<file path="src/inc/sas_regs.svh">
// Purpose: register map, field positions, reset values, timing counts
// Assumes: apb byte addresses, one 32-bit word per register
// Notes: definitions only
`ifndef SAS_REGS_SVH
`define SAS_REGS_SVH
// ****************************************************************
// offsets
// ****************************************************************
`define SAS_OFF_CTRL 8'h00
`define SAS_OFF_STAT 8'h04
`define SAS_OFF_RES0 8'h08
`define SAS_OFF_LAST 8'h24
// ****************************************************************
// control fields
// ****************************************************************
`define SAS_CTRL_START 0
`define SAS_CTRL_RES8 1
`define SAS_CTRL_CLK_LO 2
`define SAS_CTRL_CLK_HI 3
`define SAS_CTRL_ALT 4
`define SAS_CTRL_GRP_LO 5
`define SAS_CTRL_GRP_HI 6
`define SAS_CTRL_VREF 7
`define SAS_CTRL_RESET 8'h00
`define SAS_CTRL_MASK 8'hff
// ****************************************************************
// converter constants
// ****************************************************************
`define SAS_SAR_IDLE 10'h200
`define SAS_TOP_BIT 4'h9
`define SAS_STOP_10 4'h0
`define SAS_STOP_8 4'h2
`define SAS_LAST_CHAN 3'h7
`define SAS_DIV4_TERM 2'h3
`define SAS_DIV2_TERM 2'h1
`define SAS_DIV1_TERM 2'h0
`endif

</file>
<file path="src/inc/sas_pkg.sv">
// Purpose: shared types of the sweep sequencer
// Assumes: field layout matches sas_regs.svh
// Notes: none
package sas_pkg;
    // ************************************************************
    // types
    // ************************************************************
    typedef enum logic [1:0] {
        sas_clk_div4,
        sas_clk_div2,
        sas_clk_div1,
        sas_clk_rsvd
    } sas_clk_sel_t;

    typedef struct packed {
        logic vref_on;
        logic [1:0] grp;
        logic alt;
        sas_clk_sel_t clk_sel;
        logic res8;
        logic start;
    } sas_ctrl_t;

    typedef enum logic {
        sas_idle,
        sas_convert
    } sas_state_t;

    typedef struct packed {
        logic [9:0] code;
        logic [2:0] chan;
        logic alt;
        logic vref_on;
    } sas_analog_t;
endpackage : sas_pkg

</file>
<file path="src/verilog/sas_sequencer.sv">
// Purpose: repeat sweep mode 1 sequencer with ten-step approximation, eight steps in eight-bit mode
// Assumes: apb slave, zero wait states, comparator synchronous to pclk
// Notes: one converter, eight channels, no interrupt logic
//
// Function
// - start flag set begins channel zero
// - first result lands in result zero
// - selected sweep, one unselected, then restart
// - each result goes to its channel register
// - interrupt request bit never set here
// - converts continuously until start flag cleared
// - conversion clock divided four, two or one
// - alternate group reroutes first five channels
// - trigger loads top bit, then decides it
// - lower bits tried, kept if reference below
// - ten-bit result moved after bit zero
// - reference driven from approximation register
// - eight-bit mode keeps top eight bits
//
// The address map and the APB interface to the registers were chosen for this implementation.
`timescale 1ns/1ps
`include "sas_regs.svh"

module sas_sequencer (
    input wire logic pclk,
    input wire logic presetn,
    input wire logic psel,
    input wire logic penable,
    input wire logic pwrite,
    input wire logic [7:0] paddr,
    input wire logic [31:0] pwdata,
    output logic [31:0] prdata,
    output logic pready,
    output logic pslverr,
    input wire logic ref_below_input,
    output sas_pkg::sas_analog_t analog
);

    // ************************************************************
    // functions
    // ************************************************************
    function automatic logic [2:0] last_sel(input logic [1:0] grp);
        last_sel = {1'b0, grp};
    endfunction : last_sel

    function automatic logic [2:0] first_unsel(input logic [1:0] grp);
        first_unsel = {1'b0, grp} + 3'h1;
    endfunction : first_unsel

    function automatic logic mapped(input logic [7:0] addr);
        mapped = (addr[1:0] == 2'h0) && (addr <= `SAS_OFF_LAST);
    endfunction : mapped

    // ************************************************************
    // state
    // ************************************************************
    sas_pkg::sas_ctrl_t ctrl;
    sas_pkg::sas_state_t state;
    logic [9:0] sar;
    logic [3:0] bitpos;
    logic [2:0] chan;
    logic [2:0] unsel;
    logic [1:0] div_cnt;
    logic [9:0] result [8];
    logic setup;
    logic wr_access;
    logic ctrl_wr;
    logic start_req;
    logic stop_req;
    logic tick;
    logic [1:0] div_term;
    logic [3:0] stop_bit;
    logic [9:0] next_sar;
    logic [9:0] next_result;
    logic chan_done;
    logic [2:0] next_chan;
    logic [2:0] next_unsel;
    logic [2:0] res_idx;
    logic [31:0] next_rdata;
    logic [9:0] next_code;
    logic [2:0] next_sel_chan;

    assign setup = psel && !penable;
    assign wr_access = psel && penable && pready && pwrite;
    assign ctrl_wr = wr_access && (paddr == `SAS_OFF_CTRL);
    assign start_req = ctrl_wr && pwdata[`SAS_CTRL_START]
                       && !ctrl.start;
    assign stop_req = ctrl_wr && !pwdata[`SAS_CTRL_START];

    // ************************************************************
    // control register
    // ************************************************************
    // every bit stays writable; keeping writes to a stopped converter
    // is left to software, the hardware does not lock them
    always_ff @(posedge pclk or negedge presetn)
    begin
        if (!presetn)
        begin
            ctrl <= sas_pkg::sas_ctrl_t'(`SAS_CTRL_RESET);
        end
        else if (ctrl_wr)
        begin
            ctrl <= sas_pkg::sas_ctrl_t'(pwdata[7:0] & `SAS_CTRL_MASK);
        end
    end

    // ************************************************************
    // conversion clock
    // ************************************************************
    always_comb
    begin
        case (ctrl.clk_sel)
            sas_pkg::sas_clk_div4: div_term = `SAS_DIV4_TERM;
            sas_pkg::sas_clk_div2: div_term = `SAS_DIV2_TERM;
            default: div_term = `SAS_DIV1_TERM;
        endcase
    end

    // divider restarts with each start so the first step is not short
    always_ff @(posedge pclk or negedge presetn)
    begin
        if (!presetn)
        begin
            div_cnt <= 2'h0;
        end
        else if (start_req || state == sas_pkg::sas_idle || tick)
        begin
            div_cnt <= 2'h0;
        end
        else
        begin
            div_cnt <= div_cnt + 2'h1;
        end
    end

    assign tick = (state == sas_pkg::sas_convert) && (div_cnt == div_term);

    // ************************************************************
    // approximation step
    // ************************************************************
    assign stop_bit = ctrl.res8 ? `SAS_STOP_8 : `SAS_STOP_10;
    assign chan_done = tick && (bitpos == stop_bit);

    always_comb
    begin
        next_sar = sar;
        next_sar[bitpos] = ref_below_input;
        if (bitpos != 4'h0)
        begin
            next_sar[bitpos - 4'h1] = 1'b1;
        end
        if (ctrl.res8)
        begin
            next_result = {2'h0, next_sar[9:2]};
        end
        else
        begin
            next_result = next_sar;
        end
    end

    always_ff @(posedge pclk or negedge presetn)
    begin
        if (!presetn)
        begin
            sar <= `SAS_SAR_IDLE;
            bitpos <= `SAS_TOP_BIT;
        end
        else if (stop_req || start_req || chan_done)
        begin
            sar <= `SAS_SAR_IDLE;
            bitpos <= `SAS_TOP_BIT;
        end
        else if (tick)
        begin
            sar <= next_sar;
            bitpos <= bitpos - 4'h1;
        end
    end

    // ************************************************************
    // channel sequence
    // ************************************************************
    always_comb
    begin
        next_unsel = unsel;
        if (chan < last_sel(ctrl.grp))
        begin
            next_chan = chan + 3'h1;
        end
        else if (chan == last_sel(ctrl.grp))
        begin
            // a four-channel group still has four unselected ones
            next_chan = unsel;
        end
        else
        begin
            next_chan = 3'h0;
            if (unsel == `SAS_LAST_CHAN)
            begin
                next_unsel = first_unsel(ctrl.grp);
            end
            else
            begin
                next_unsel = unsel + 3'h1;
            end
        end
    end

    always_ff @(posedge pclk or negedge presetn)
    begin
        if (!presetn)
        begin
            state <= sas_pkg::sas_idle;
            chan <= 3'h0;
            unsel <= 3'h1;
        end
        else if (stop_req)
        begin
            state <= sas_pkg::sas_idle;
        end
        else if (start_req)
        begin
            state <= sas_pkg::sas_convert;
            chan <= 3'h0;
            unsel <= first_unsel(pwdata[`SAS_CTRL_GRP_HI:`SAS_CTRL_GRP_LO]);
        end
        else
        begin
            case (state)
                sas_pkg::sas_convert:
                begin
                    if (chan_done)
                    begin
                        chan <= next_chan;
                        unsel <= next_unsel;
                    end
                end
                default:
                begin
                    chan <= chan;
                end
            endcase
        end
    end

    // ************************************************************
    // result registers
    // ************************************************************
    always_ff @(posedge pclk or negedge presetn)
    begin
        if (!presetn)
        begin
            for (int i = 0; i < 8; i++)
            begin
                result[i] <= 10'h000;
            end
        end
        else if (chan_done)
        begin
            result[chan] <= next_result;
        end
    end

    // ************************************************************
    // analog side
    // ************************************************************
    // ladder shows the coming register value: at divide-by-one the
    // comparator is read again at the very next edge
    assign next_code = (stop_req || start_req || chan_done) ? `SAS_SAR_IDLE
                       : tick ? next_sar : sar;
    assign next_sel_chan = start_req ? 3'h0
                           : (chan_done && !stop_req) ? next_chan : chan;

    always_ff @(posedge pclk or negedge presetn)
    begin
        if (!presetn)
        begin
            analog <= '0;
        end
        else
        begin
            analog.code <= next_code;
            analog.chan <= next_sel_chan;
            analog.alt <= ctrl.alt;
            analog.vref_on <= ctrl.vref_on;
        end
    end

    // ************************************************************
    // apb slave
    // ************************************************************
    assign res_idx = 3'(paddr[7:2] - 6'h2);

    always_comb
    begin
        next_rdata = 32'h0000_0000;
        if (paddr == `SAS_OFF_CTRL)
        begin
            next_rdata[7:0] = ctrl;
        end
        else if (paddr == `SAS_OFF_STAT)
        begin
            // bit 4 is the interrupt request, held low in this mode
            next_rdata[0] = (state == sas_pkg::sas_convert);
            next_rdata[3:1] = chan;
            next_rdata[4] = 1'b0;
        end
        else if (mapped(paddr))
        begin
            next_rdata[9:0] = result[res_idx];
        end
    end

    // read data and error are prepared in the setup cycle, so
    // every access completes without wait states
    always_ff @(posedge pclk or negedge presetn)
    begin
        if (!presetn)
        begin
            prdata <= 32'h0000_0000;
            pslverr <= 1'b0;
            pready <= 1'b1;
        end
        else if (setup)
        begin
            prdata <= pwrite ? 32'h0000_0000 : next_rdata;
            pslverr <= !mapped(paddr)
                       || (pwrite && paddr != `SAS_OFF_CTRL);
            pready <= 1'b1;
        end
    end

endmodule : sas_sequencer
</file>
<file path="config.mk">
export PLATFORM = sky130hd
export DESIGN_NAME = sas_sequencer
export DESIGN_NICKNAME = d
export VERILOG_FILES = /design/src/inc/sas_pkg.sv /design/src/verilog/sas_sequencer.sv
export VERILOG_INCLUDE_DIRS = /design/src /design/src/inc
export SDC_FILE = /design/constraint.sdc
export NUM_CORES = 1
export LEC_CHECK = 0
export BUFFER_PORTS_ARGS = -buffer_cell sky130_fd_sc_hd__buf_2
export CAP_MARGIN = 5
export CORE_MARGIN = 2
export CORE_UTILIZATION = 51
export CTS_CLUSTER_DIAMETER = 40
export DETAILED_ROUTE_END_ITERATION = 7
export GPL_ROUTABILITY_DRIVEN = 0
export PLACE_DENSITY = 0.8
export SLEW_MARGIN = 40
export SYNTH_ARGS = -nofsm -noshare
export SYNTH_HDL_FRONTEND = slang
export SYNTH_SLANG_ARGS = --single-unit
</file>
<file path="constraint.sdc">
create_clock -name pclk -period 2.8 [get_ports pclk]
set_clock_uncertainty 0.05 [all_clocks]
set_input_delay 0.7 -clock pclk [delete_from_list [all_inputs] [get_ports pclk]]
set_output_delay 0.7 -clock pclk [all_outputs]
set_load 0.02 [all_outputs]
</file>
==> results of run 1 <==
area by class of cell:
| type | instances | share of cell area |
|---|---|---|
| multi-input cells | 438 | 0.403 |
| inverters | 11 | 0.00543 |
| repair buffers | 79 | 0.0645 |
| clock buffers | 21 | 0.0632 |
| well taps | 172 | 0.0283 |
| flip-flops and latches | 128 | 0.422 |
| clock inverters | 11 | 0.0140 |
state kept, by name, summed over array words and instances, names as in the netlist:
register	flops
result	80
analog	15
prdata	10
ctrl	8
bitpos	4
chan	3
unsel	3
div_cnt	2
pslverr	1
sar	1
state	1
final timing paths:
path	depth (start not counted)	from	end	slack [ps]
setup / recovery	8	bitpos[0]	result[60]	230
hold / removal	1	presetn	ctrl[0]	230
setup reg to reg	8	bitpos[0]	result[60]	230
hold reg to reg	0	ctrl[7]	analog[0]	360
max in group asynchronous	2	presetn	sar[9]	1720
min in group pclk	0	ctrl[7]	analog[0]	360
critical path, stage by stage, from the launching register on:
cell and delay [ps]:
dfstp_2 630, inv_1 140, ha_2 290, or4b_2 620
a21oi_1 140, o22ai_1 130, mux2i_1 170, buf_4 180
mux2_2 150
layout by cell type (no fill, tap or decap), drive strengths merged, types with 8 or more instances in the layout:
cell    netlist  layout
buf          42      79
a21oi        19      19
nand4         8       8
nand3         9       9
mux2         42      42
mux2i        16      16
dfrtp       124     124
nor2         24      24
conb          2      23
ha            9       9
nand3b        8       8
o21ai        81      81
inv           9      10
nand2        81      81
clkbuf       22      21
mux4         14      14
power groups by stage:
stage,combinational [W],clock [W],sequential (W)
after CTS,0.000242,0.00216,0.00188
after detailed placement,0.000240,0,0.00191
after global routing,0.000265,0.00225,0.00188
after floorplan,0.000151,0,0.00192
final,0.000241,0.00214,0.00188
after global placement,0.000234,0,0.00191
through the flow:
stage                     hold slack, ps  setup TNS, ps  power [W]  utilization
after floorplan                      318           -173    0.00207            -
after global placement               345           -325    0.00214        0.555
after detailed placement             356           -733    0.00215        0.555
after CTS                            258              0    0.00428        0.602
after global routing                 272              0    0.00439        0.602
final                                235              0    0.00426        0.602
routing by layer:
metal  up-vias  share of wire
met5         -              0
met3        12          0.056
li1       2322              -
met4         0          0.010
met2       203           0.50
met1      2523           0.44
cells by family (layout without fill, tap and decap cells):
logic type	Yosys count	in the layout	share of synthesized area
other	2	23	0.00114
buffers and inverters	75	122	0.0641
DFF	128	128	0.487
xor gates and xnor gates	3	3	0.00399
adders and majority gates	9	9	0.0171
AOI/OAI and AO/OA	162	162	0.157
muxes	72	72	0.144
and+or+nand+nor	169	169	0.125
repair_timing:
action | in CTS | in global routing
hold buffers | 0 | 0
setup buffers | 0 | 0
resized for setup | 0 | 1
setup endpoints to repair | 0 | 1
==> run summary, run 1 <==
Initial antenna violation count: 0
Finished Layout Cells: 860
Wire length per cell: 18.3 µm
RSZ-0062 raised after global routing: false
First-pass detailed-route iteration total: 6
Crit path DAT: 2870 ps
Met1 Use GR: 0.317
Distinct cells, synth: 70
Fin crit period: 2570 ps
Die area: 13900 µm²
P per Cell Area: 561 nW/µm²
Internal power: 0.00326 W
Die width: 118 µm
Post-DRT Antenna Nets: 0
Kind of critical path: reg2reg
Mapped Cells: 620
Number of global-route vias before repair: 4940
Period utilization: 0.916
Sw power: 0.00101 W
Via Count: 5060
Layout cells sized above 1: 0.276
Placed Cells: 828
Register area: 3210 µm²
DRC Markers: 0
CORE AREA: 12600 µm²
Pre-CTS WS: -139 ps
Slew @ Worst Pin: 795 ps
CTS H-tree lvls: 4
Initial Util: 0.522
GR met2 Demand/Resource: 0.391
Worst Path Max Fanout: 12
Filler instances: 1016
Row cnt: 41
Seq/Total Area, Yosys: 0.487
Syn Area/Cell: 10.6 µm²
Critical Path RT: 3100 ps
Slew Viols, Final: 0
Crit path launch type: flop
Max-cap violations: 0
Leakage power: 3.37 nW
Placement Cell Area: 7010 µm²
CP endpoint kind: flop
CTS tree: done
Root Buffer Master: clkbuf_16
Met3 usage: 0.0436
Antenna Cells: 0
Asr flop ratio synth: 1.00
Setup ws final: 234 ps
Clock share of power: 0.503
P&R area growth vs syn: 15.3%
Endpoints failing setup: 0
Routed vias/inst: 5.88
Num Clock Sinks: 128
Largest net degree at the start of global routing: 49
PortBufs: 47
DP Wirelength: 10.5 mm
Yosys warning total: 0
Fin area: 7600 µm²
Post-synth top area cell: dfrtp_1
Grt ovf: 0
Latest clock arrival within the worst-skew pair: 420 ps
WL final: 15.8 mm
Comb pwr share: 0.057
Rel. slew slack: 0.466
Layer with the highest usage: met2
Synth Register Bits: 128
Final Hold Fails: 0
Hold/Removal Path Class: in2async
All-Layer GR Usage: 0.235
Main flop type after synthesis: dfrtp_1
Fmax: 390 MHz
Synth Cell Area: 6590 µm²
Layout Nets: 730
Die H: 118 µm
Area of the multi-input gates: 3060 µm²
DR iter-0 viols: 526
Most frequent cell after synthesis: dfrtp_1
First-pass GRT wire length: 25.9 mm
Num ports: 95
Sw Share: 0.236
Cts bufs inserted: 17
Commonest cells in the netlist: 124 x dfrtp_1, 81 x nand2_1, 78 x o21ai_0
Clk buf depth: 2
Maximum vdd drop: 397 µV
Synth top area share: 0.471
Outcome: completed
Post-synth EDFFs: 0
Clock Pin Slew Worst Setup and Hold Paths: 60 ps
Sequential share of power: 0.441
Ranking of synthesized cells by area: dfrtp_1 47%, mux2_2 7.0%, o21ai_0 5.9%
Power figures use the tool's default switching activity.
==> inputs of run 2 (changes only) <==
==> constraint.sdc (replaced) <==
create_clock -name pclk -period 3.2 [get_ports pclk]
set_clock_uncertainty 0.05 [all_clocks]
set_input_delay 0.8 -clock pclk [delete_from_list [all_inputs] [get_ports pclk]]
set_output_delay 0.8 -clock pclk [all_outputs]
set_load 0.02 [all_outputs]
==> run summary, run 2 (synthesized netlist as in run 1, its figures left out) <==
Critical Path RT: 3500 ps
Most flops, register: result
Slew @ Worst Pin: 966 ps
Resize count post-CTS: 0
DRC Markers: 0
Hold/Removal Path Class: in2async
Pre-CTS WS: 57.6 ps
Rel. slew slack: 0.351
Latest clock arrival within the worst-skew pair: 420 ps
Commonest non-fill, non-tap cell in the layout: dfrtp_1
Critical path's largest stage delay: 630 ps
DP Wirelength: 10.3 mm
Largest net degree at the start of global routing: 62
Layout Nets: 719
Number of global-route vias before repair: 4905
Sw power: 0.000892 W
CP endpoint kind: flop
Initial antenna violation count: 0
Crit path launch type: flop
Sequential share of power: 0.431
Num Clock Sinks: 128
Layout cells sized above 1: 0.258
Routed vias/inst: 5.89
Outcome: completed
Area of the multi-input gates: 3050 µm²
Via Count: 5001
Register area: 3210 µm²
Die width: 118 µm
P&R area growth vs syn: 14.2%
Post-CTS setup buffers: 0
Antenna Cells: 0
Cells on worst reg2reg path: 7
Setup TNS Final: 0 ps
Final Hold Fails: 0
Filler instances: 980
Die area: 13900 µm²
Most frequent cells in the layout: 124 x dfrtp_1, 81 x nand2_1, 78 x o21ai_0, 46 x buf_2, 41 x mux2_2
RSZ-0062 raised after global routing: false
Finished Layout Cells: 849
Max-cap violations: 0
Post-DRT Antenna Nets: 0
Fin area: 7530 µm²
Slew Viols, Final: 0
Root Buffer Master: clkbuf_16
First-pass GRT wire length: 25.0 mm
CORE AREA: 12600 µm²
Setup ws final: 411 ps
Leakage power: 3.34 nW
Fmax: 359 MHz
Placement Cell Area: 6920 µm²
Fin crit period: 2790 ps
Grt ovf: 0
Maximum vdd drop: 326 µV
Cts bufs inserted: 17
Clock Pin Slew Worst Setup and Hold Paths: 60 ps
Crit path DAT: 3090 ps
Period utilization: 0.872
FF-to-FF Start: bitpos[0]
P per Cell Area: 507 nW/µm²
Final Util: 0.596
Critical-path cell list: inv_1 -> ha_1 -> nor2_1 -> a21boi_0 -> o21ai_0 -> a21oi_1 -> mux2_2
Internal power: 0.00292 W
CTS H-tree lvls: 4
First-pass detailed-route iteration total: 6
Placed Cells: 817
Hold-fix buffers at CTS: 0
Largest register FFs: 80
Endpoints failing setup: 0
Clock share of power: 0.516
WL final: 15.5 mm
All-Layer GR Usage: 0.228
Largest registers: result x80, analog x15, prdata x10
Clk buf depth: 2
Comb pwr share: 0.053
Worst Path Max Fanout: 12
Worst Setup SP: bitpos[0]
CTS tree: done
Wire length per cell: 18.3 µm
Num ports: 95
Row cnt: 41
Initial Util: 0.522
Sw Share: 0.234
Kind of critical path: reg2reg
Die H: 118 µm
Critical path's slowest cell: dfstp_2
PortBufs: 47
DR iter-0 viols: 445
run 2: cell types whose count changed in the layout (fill, tap and decap cells not counted), sizes merged:
cell	delta
buf	-11
bufinv	+2
clkbuf	-4
clkinv	+4
clkinvlp	-4
inv	+2
run 2: metal layers:
layer,share of wire,global-route usage,vias to the layer above
met5,0,0,-
met4,0.017,0.0761,0
met3,0.058,0.0523,23
met2,0.51,0.383,189
met1,0.42,0.293,2487
li1,-,-,2302
run 2: critical path, delay by kind of cell (launching register included):
family / cells / cell delay [ps]
and+or+nand+nor: 1 / 190
adders and majority gates: 1 / 380
DFF: 1 / 630
buffers and inverters: 1 / 130
AOI/OAI and AO/OA: 3 / 1060
muxes: 1 / 290
run 2: area by class of cell:
class	instances	share of cell area
Tap cell	172	0.0286
Inverter	11	0.00549
Sequential cell	128	0.426
Multi-Input combinational cell	438	0.405
Clock inverter	15	0.0244
Clock buffer	17	0.0565
Timing Repair Buffer	68	0.0542
run 2: final timing paths:
| kind | slack (ps) | endpoint |
|---|---|---|
| setup / recovery | 410 | result[29] |
| hold / removal | 280 | analog[9] |
| setup reg to reg | 410 | result[29] |
| hold reg to reg | 370 | analog[0] |
| max in group asynchronous | 2040 | result[65] |
| min in group pclk | 370 | analog[0] |
run 2: through the flow:
step                      total power [W]  hold slack, ps
after global routing              0.00394             307
after CTS                         0.00383             298
after global placement            0.00187             338
after floorplan                   0.00181             318
after detailed placement          0.00187             346
final                             0.00382             284
run 2: power by group through the flow:
| stage | clock network, W | logic [W] | registers (W) |
|---|---|---|---|
| 2_1_floorplan | 0 | 0.000132 | 0.00168 |
| 3_3_place_gp | 0 | 0.000195 | 0.00167 |
| 3_5_place_dp | 0 | 0.000200 | 0.00167 |
| 4_1_cts | 0.00199 | 0.000203 | 0.00164 |
| 5_1_grt | 0.00208 | 0.000221 | 0.00165 |
| 6_report | 0.00197 | 0.000201 | 0.00164 |
